File: config.mk
export PLATFORM = sky130hd
export DESIGN_NAME = rlsc_top
export DESIGN_NICKNAME = d
export VERILOG_FILES = /design/src/rlsc_pkg.sv /design/src/rlsc_top.sv /design/src/rlsc_lane.sv
export SDC_FILE = /design/constraint.sdc
export NUM_CORES = 1
export LEC_CHECK = 0
export ABC_AREA = 1
export BUFFER_PORTS_ARGS = -buffer_cell sky130_fd_sc_hd__buf_2
export CAP_MARGIN = 20
export CORE_ASPECT_RATIO = 0.8
export CORE_MARGIN = 10
export CORE_UTILIZATION = 39
export DETAILED_ROUTE_END_ITERATION = 10
export PLACE_DENSITY = 0.81
export SLEW_MARGIN = 20
export SYNTH_ARGS = -nofsm -noshare
export SYNTH_HDL_FRONTEND = slang
export SYNTH_HIERARCHICAL = 1
export SYNTH_SLANG_ARGS = --single-unit
File: constraint.sdc
create_clock -name CLK_I -period 2.2 [get_ports CLK_I]
set_clock_uncertainty 0.1 [all_clocks]
set_input_delay 0.33 -clock CLK_I [delete_from_list [all_inputs] [get_ports CLK_I]]
set_output_delay 0.33 -clock CLK_I [all_outputs]
set_load 0.05 [all_outputs]
File: src/rlsc_pkg.sv
// Purpose: Shared constants for the receive lane status block.
// Assumes: Each lane delivers one 67-bit word per core clock with its sync header in bits 65:64.
// Notes: Block type codes are kept here so lane checker and bench agree.
package rlsc_pkg;
	// Word layout of one received lane word.
	localparam int WORD_W = 67;
	localparam int HDR_LO = 64;
	localparam int CTRL_BIT = 63;
	localparam int TYPE_HI = 63;
	localparam int TYPE_LO = 58;
	localparam int MU_HI = 31;
	localparam int MU_LO = 24;
	// Sync header encodings: data and control.
	localparam logic [1:0] HDR_DATA = 2'h1;
	localparam logic [1:0] HDR_CTRL = 2'h2;
	// Consecutive good headers needed for word lock.
	localparam int LOCK_COUNT = 64;
	localparam int CNT_W = 7;
	// Meta-frame control word block types (bit 63 clear).
	localparam logic [5:0] TYPE_SYNC = 6'h1E;
	localparam logic [5:0] TYPE_SCRAM = 6'h0A;
	localparam logic [5:0] TYPE_SKIP = 6'h07;
	localparam logic [5:0] TYPE_DIAG = 6'h19;
	// Reset values.
	localparam logic [7:0] MU_RESET = 8'h00;
endpackage

File: src/rlsc_top.sv
// Purpose: Receive lane status: word lock, bad block type, misalignment and multi-use bits.
// Assumes: Lane words arrive already crossed into the core clock domain, one word per lane per cycle.
// Notes: All outputs are registered on CLK_I; there is one bit per lane for each lane indication.
`timescale 1ns/1ns
module rlsc_top #(
	parameter int LANES = 4
) (
	input wire logic CLK_I,
	input wire logic RESETN_I,
	input wire logic [LANES-1:0] RX_VALID_I,
	input wire logic [LANES*rlsc_pkg::WORD_W-1:0] RX_WORD_I,
	input wire logic [LANES-1:0] RX_ACTIVE_I,
	output logic RX_MISALIGNED_O,
	output logic [LANES-1:0] RX_BAD_TYPE_O,
	output logic [7:0] RX_MUBITS_O,
	output logic RX_MUBITS_UPDATED_O,
	output logic [LANES-1:0] RX_WORD_LOCK_O
);
	// Lane count must fit the per-lane word bus and be non-empty.
	if (LANES < 1 || LANES > 24) begin : g_bad_lanes
		$error("LANES must be between 1 and 24");
	end

	typedef struct packed {
		logic [7:0] mu;
		logic upd;
		logic mis;
	} rlsc_top_t;

	rlsc_top_t st_ff;
	rlsc_top_t nxt_st;
	logic [LANES-1:0] lane_sync;
	logic [LANES-1:0] lane_seen;
	logic [LANES-1:0] lane_ctrl;
	logic [LANES*8-1:0] lane_mu;
	logic all_seen;
	logic any_ctrl;
	logic [7:0] sel_mu;

	// Picks the multi-use field of the highest lane carrying a burst or idle control word.
	function automatic logic [7:0] rlsc_pick_mu(input logic [LANES-1:0] ctrl, input logic [LANES*8-1:0] mu);
		logic [7:0] r;
		r = 8'h00;
		for (int i = 0; i < LANES; i++) begin
			if (ctrl[i]) begin
				r = mu[i*8 +: 8];
			end
		end
		return r;
	endfunction

	// One checker per lane; shared recovered clocks upstream make no difference here.
	for (genvar g = 0; g < LANES; g++) begin : g_lane
		logic [rlsc_pkg::WORD_W-1:0] w;
		assign w = RX_WORD_I[g*rlsc_pkg::WORD_W +: rlsc_pkg::WORD_W];
		assign lane_ctrl[g] = RX_VALID_I[g] && RX_WORD_LOCK_O[g]
			&& w[rlsc_pkg::HDR_LO+1:rlsc_pkg::HDR_LO] == rlsc_pkg::HDR_CTRL && w[rlsc_pkg::CTRL_BIT];
		assign lane_mu[g*8 +: 8] = w[rlsc_pkg::MU_HI:rlsc_pkg::MU_LO];
		rlsc_lane u_lane (
			.clk_i(CLK_I),
			.resetn_i(RESETN_I),
			.valid_i(RX_VALID_I[g]),
			.word_i(w),
			.lock_o(RX_WORD_LOCK_O[g]),
			.sync_o(lane_sync[g]),
			.seen_o(lane_seen[g]),
			.bad_type_o(RX_BAD_TYPE_O[g])
		);
	end

	// Inactive lanes count as seen and as carrying sync so they never trip the aligner.
	assign all_seen = &(lane_seen | ~RX_ACTIVE_I);
	assign any_ctrl = |lane_ctrl;
	assign sel_mu = rlsc_pick_mu(lane_ctrl, lane_mu);

	// Next state of the aggregate status.
	always_comb begin
		nxt_st = st_ff;
		nxt_st.upd = 1'b0;
		nxt_st.mis = 1'b0;
		if (any_ctrl) begin
			nxt_st.mu = sel_mu;
			nxt_st.upd = sel_mu != st_ff.mu;
		end
		// Sync on some active lanes but not all means the lanes have slipped apart.
		if (all_seen && |(lane_sync & RX_ACTIVE_I) && !(&(lane_sync | ~RX_ACTIVE_I))) begin
			nxt_st.mis = 1'b1;
		end
	end

	// Single core-clock register for all aggregate status.
	// No transmit path lives here, so nothing is sourced from a transmit reference clock.
	always_ff @(posedge CLK_I or negedge RESETN_I) begin
		if (!RESETN_I) begin
			st_ff <= '0;
			st_ff.mu <= rlsc_pkg::MU_RESET;
		end else begin
			st_ff <= nxt_st;
		end
	end

	assign RX_MISALIGNED_O = st_ff.mis;
	assign RX_MUBITS_O = st_ff.mu;
	assign RX_MUBITS_UPDATED_O = st_ff.upd;

	// The strobe marks a real change of the multi-use bits.
	chk_mu_pulse: assert property (@(posedge CLK_I) disable iff (!RESETN_I)
		RX_MUBITS_UPDATED_O |-> RX_MUBITS_O != $past(RX_MUBITS_O))
		else $error("mubits strobe without change");
	// Every change of the bits is strobed in the same cycle.
	chk_mu_change: assert property (@(posedge CLK_I) disable iff (!RESETN_I)
		$changed(RX_MUBITS_O) |-> RX_MUBITS_UPDATED_O)
		else $error("mubits changed without strobe");
	// A control word loads its field one cycle later.
	chk_mu_value: assert property (@(posedge CLK_I) disable iff (!RESETN_I)
		any_ctrl |=> RX_MUBITS_O == $past(sel_mu))
		else $error("mubits not taken from control word");
	// No misalignment before every active lane has shown a sync word.
	chk_mis_gate: assert property (@(posedge CLK_I) disable iff (!RESETN_I)
		!all_seen |=> !RX_MISALIGNED_O)
		else $error("misaligned before sync seen");
	// Partial sync after all lanes were seen raises misalignment.
	chk_mis_raise: assert property (@(posedge CLK_I) disable iff (!RESETN_I)
		all_seen && |(lane_sync & RX_ACTIVE_I) && !(&(lane_sync | ~RX_ACTIVE_I)) |=> RX_MISALIGNED_O)
		else $error("missed misalignment");
endmodule // rlsc_top

File: src/rlsc_lane.sv
// Purpose: Per-lane word lock, meta-frame sync detection and block type check.
// Assumes: Lane word is already in the core clock domain and sampled when valid.
// Notes: Lock is derived from sync headers only, never from meta-frame words.
`timescale 1ns/1ns
module rlsc_lane (
	input wire logic clk_i,
	input wire logic resetn_i,
	input wire logic valid_i,
	input wire logic [rlsc_pkg::WORD_W-1:0] word_i,
	output logic lock_o,
	output logic sync_o,
	output logic seen_o,
	output logic bad_type_o
);
	typedef struct packed {
		logic [rlsc_pkg::CNT_W-1:0] cnt;
		logic lock;
		logic sync;
		logic seen;
		logic bad;
	} rlsc_lane_t;

	rlsc_lane_t st_ff;
	rlsc_lane_t nxt_st;
	logic [1:0] hdr;
	logic [5:0] btype;
	logic hdr_ok;
	logic mf_word;

	// Header and block type fields of the current word.
	assign hdr = word_i[rlsc_pkg::HDR_LO+1:rlsc_pkg::HDR_LO];
	assign btype = word_i[rlsc_pkg::TYPE_HI:rlsc_pkg::TYPE_LO];
	assign hdr_ok = (hdr == rlsc_pkg::HDR_DATA) || (hdr == rlsc_pkg::HDR_CTRL);
	assign mf_word = valid_i && hdr == rlsc_pkg::HDR_CTRL && !word_i[rlsc_pkg::CTRL_BIT];

	// Next state; a bad header restarts the lock hunt from zero.
	always_comb begin
		nxt_st = st_ff;
		nxt_st.sync = 1'b0;
		nxt_st.bad = 1'b0;
		if (valid_i) begin
			if (!hdr_ok) begin
				nxt_st.cnt = '0;
				nxt_st.lock = 1'b0;
			end else if (!st_ff.lock) begin
				nxt_st.cnt = st_ff.cnt + 1'b1;
				if (nxt_st.cnt == rlsc_pkg::CNT_W'(rlsc_pkg::LOCK_COUNT)) begin
					nxt_st.lock = 1'b1;
				end
			end
		end
		// Meta-frame words are only judged once the word boundary is trusted.
		if (mf_word && st_ff.lock) begin
			if (btype == rlsc_pkg::TYPE_SYNC) begin
				nxt_st.sync = 1'b1;
				nxt_st.seen = 1'b1;
			end else if (btype != rlsc_pkg::TYPE_SCRAM && btype != rlsc_pkg::TYPE_SKIP
				&& btype != rlsc_pkg::TYPE_DIAG) begin
				nxt_st.bad = 1'b1;
			end
		end
	end

	// State register.
	always_ff @(posedge clk_i or negedge resetn_i) begin
		if (!resetn_i) begin
			st_ff <= '0;
		end else begin
			st_ff <= nxt_st;
		end
	end

	assign lock_o = st_ff.lock;
	assign sync_o = st_ff.sync;
	assign seen_o = st_ff.seen;
	assign bad_type_o = st_ff.bad;

	// Lock rises only on the 64th consecutive good header.
	chk_lock_count: assert property (@(posedge clk_i) disable iff (!resetn_i)
		$rose(st_ff.lock) |-> st_ff.cnt == 7'h40 && $past(st_ff.cnt) == 7'h3F)
		else $error("lock rose without 64 good headers");
	// A bad header drops lock on the next edge.
	chk_lock_drop: assert property (@(posedge clk_i) disable iff (!resetn_i)
		valid_i && !hdr_ok |=> !st_ff.lock && st_ff.cnt == 7'h00)
		else $error("lock kept after a bad header");
	// Illegal meta-frame type flags the lane for one cycle.
	chk_bad_type: assert property (@(posedge clk_i) disable iff (!resetn_i)
		mf_word && st_ff.lock && btype != 6'h1E && btype != 6'h0A && btype != 6'h07
		&& btype != 6'h19 |=> st_ff.bad)
		else $error("illegal block type not flagged");
	// Sync seen never falls back before reset.
	chk_seen_sticky: assert property (@(posedge clk_i) disable iff (!resetn_i)
		st_ff.seen |=> st_ff.seen)
		else $error("sync seen flag cleared");
endmodule // rlsc_lane

==> impl_metrics.env <==
export IMPL_finalHoldViolCount=0
export IMPL_io_pins=296
export IMPL_synth_cell_types=28
export IMPL_ctsRootBufferMaster="clkbuf_16"
export IMPL_cts_tree="yes"
export IMPL_die_h_um=105
export IMPL_cpMaxStageDelayCell="dfrtp_1"
export IMPL_n_fill_cell=844
export IMPL_synth_edf_count=0
export IMPL_cp_start_kind="flip-flop"
export IMPL_power_density_mw_per_mm2=637
export IMPL_cp_top_family="simple AND/OR/NAND/NOR gates"
export IMPL_wl_per_cell_um=14.2
export IMPL_clock_sinks=54
export IMPL_nNetsFinal=885
export IMPL_mostFrequentLayoutCells="nand2_1 (139), buf_2 (91), inv_1 (83), dfrtp_1 (54), nand3_1 (51)"
export IMPL_cts_made_buffers=5
export IMPL_postCtsSetupRepairBufs=0
export IMPL_critPathBufInv=1
export IMPL_timing_worst_setup_path_type="reg -> reg"
export IMPL_cp_max_fo=10
export IMPL_clockPowerShare_pct=34.4
export IMPL_hold_path_class="in -> reg"
export IMPL_hpwl_um=8010
export IMPL_rsz0062_at_grt="no"
export IMPL_drv_slew=0
export IMPL_ys_warn_count=6
export IMPL_fin_util_pct=49.8
export IMPL_postRouteAntennaNets=0
export IMPL_power_share_switching_pct=32.5
export IMPL_grt_first_pass_wirelength_um=16900
export IMPL_holdBufCountCts=1
export IMPL_htreeDepth=2
export IMPL_setup_viol=0
export IMPL_drv_cap=0
export IMPL_first_global_vias=3726
export IMPL_grt_antenna_before_repair=0
export IMPL_yosys_most_used_dff="dfrtp_1"
export IMPL_drc=0
export IMPL_worstMarginPinSlew_ns=0.387
export IMPL_drive_gt1_share_pct=21.5
export IMPL_std_cell_rows=30
export IMPL_outcome="finished clean"
export IMPL_synth_yosys_seq_area_share_pct=38.4
export IMPL_cts_buffer_depth=2
export IMPL_track_usage_pct=14.9
export IMPL_start_util_pct=40.8
export IMPL_grt_ovfl_total=0
export IMPL_arrival_ns=2.07
export IMPL_switching_power_mw=0.892
export IMPL_cp_end_kind="flip-flop"
export IMPL_min_period_ns=1.98
export IMPL_p_int_mw=1.85
export IMPL_syn_cell_area_mm2=0.00352
export IMPL_syn2layout_area_growth_pct=22.2
export IMPL_path_clk_slew_ns=0.08
export IMPL_irDropWorstVdd_v=0.000369
export IMPL_leakagePower_nw=2.28
export IMPL_relSlewSlack_pct=74.1
export IMPL_grt_start_max_net_pins=55
export IMPL_period_share_pct=89.9
export IMPL_io_buffers=91
export IMPL_place_congestion=0.914
export IMPL_cp_required_ns=2.29
export IMPL_post_drt_via_cell_ratio=5.21
export IMPL_final_common_cell="nand2_1"
export IMPL_vias=3713
export IMPL_fmax_mhz=506
export IMPL_die_x_um=126
export IMPL_syn_nets=787
export IMPL_synth_area_per_cell_um2=7.03
export IMPL_core_area_mm2=0.00863
export IMPL_cpPeakStageDelay_ns=0.36
export IMPL_setup_tns_ns=0
export IMPL_path_cells="nand2_1 > nor2_1 > nand3_2 > inv_1 > nand2_1 > nand3_1 > nand2_1 > nor2_1 > nand2_1 > nor2_1 > nor2_1"
export IMPL_pwr_share_comb_pct=23.5
export IMPL_wl_um=10100
export IMPL_ys_ff_latch=54
export IMPL_synthArstFlopShare_pct=100
export IMPL_drtIter0Drc=263
export IMPL_die_area_mm2=0.0133
export IMPL_seq_power_share_pct=42.1
export IMPL_num_antenna_cells=0
export IMPL_clkLatencyLatePin_ns=0.29
export IMPL_post_cts_resized=0
export IMPL_syn_inst=501
export IMPL_firstDrtPassIters=5
[registers in the layout (all words and copies together), names as in the netlist]
signal	cells
g_lane.u_lane/lock_o	4
RX_MUBITS_O	8
g_lane.u_lane/bad_type_o	4
RX_MUBITS_UPDATED_O	1
g_lane.u_lane/sync_o	4
g_lane.u_lane/seen_o	4
RX_MISALIGNED_O	1
g_lane.u_lane/st_ff	28
[worst min-delay path, cell delays in order]
cell and delay (ns):
buf_2 0.11, inv_1 0.07, a211oi_1 0.07
[area by class of cell]
class / count / area, µm² / area share (%)
tap: 112 / 140 / 3.26
sequential: 54 / 1350 / 31.4
timing repair buffer: 93 / 485 / 11.3
multi-input combinational: 359 / 1820 / 42.4
inverter: 86 / 323 / 7.50
clock buffer: 6 / 139 / 3.23
clock inverter: 2 / 38.8 / 0.902
[metal layers]
layer | up-vias | routed length, µm | GRT usage, %
li1 | 1828 | - | -
met1 | 1734 | 4160 | 17.6
met2 | 136 | 5100 | 26.6
met3 | 15 | 714 | 3.23
met4 | 0 | 106 | 3.73
met5 | - | 0 | 0
[logic make-up after synthesis]
group	synth area share, %
flip-flops	38.4
buffers and inverters	9.81
AND/OR/NAND/NOR	36.2
XOR/XNOR	0.746
adder cells (fa/ha/maj)	2.84
AO/OA/AOI/OAI	12.0
[power groups by stage]
| stage | sequential, mW | combinational, mW | clock, mW |
|---|---|---|---|
| 6_report | 1.15 | 0.643 | 0.944 |
| 5_1_grt | 1.17 | 0.706 | 1.01 |
| 4_1_cts | 1.15 | 0.646 | 0.963 |
| 3_5_place_dp | 1.17 | 0.642 | 0 |
| 3_3_place_gp | 1.17 | 0.626 | 0 |
| 2_1_floorplan | 1.34 | 0.238 | 0 |
[per-stage QoR]
step                      total power [mW]  hold WS, ns  std cells  setup slack (ns)  cell area (µm²)
final                                 2.74        0.226        712             0.223             4300
after global routing                  2.89        0.236        712            0.0757             4300
after CTS                             2.76        0.221        712             0.250             4300
after detailed placement              1.81        0.256        703             0.149             4110
after global placement                1.79        0.252        703             0.199             4110
after floorplan                       1.58      -0.0656        501             0.308             3520
[final timing paths]
kind / slack (ns) / start / cells past startpoint / to
worst max-delay path: 0.22 / g_lane[3].u_lane/lock_o / 11 / RX_MUBITS_UPDATED_O
worst min-delay path: 0.23 / RX_WORD_I[62] / 3 / g_lane[0].u_lane/bad_type_o
worst max register to register: 0.22 / g_lane[3].u_lane/lock_o / 11 / RX_MUBITS_UPDATED_O
worst min register to register: 0.37 / g_lane[2].u_lane/seen_o / 1 / g_lane[2].u_lane/seen_o
max in group asynchronous: 1.28 / RESETN_I / 3 / g_lane[1].u_lane/lock_o
min in group asynchronous: 0.47 / RESETN_I / 3 / RX_MUBITS_O[2]
[cell usage after synthesis, types with 5 or more instances]
cell      number  area (µm²)
o21ai_1       11        55.1
nand3_1       51         255
dfrtp_1       54        1350
inv_1         83         312
nand2_1      139         522
a21oi_1        5        25.0
o21bai_1      11        82.6
o22ai_1       11        68.8
a32o_1         5        50.1
nor2_1        50         188
ha_1           8         100
nand3_2        6        60.1
o21ai_0       15        75.1
nand4_1       18         113
Note: power is estimated with default switching activity, not from simulation.
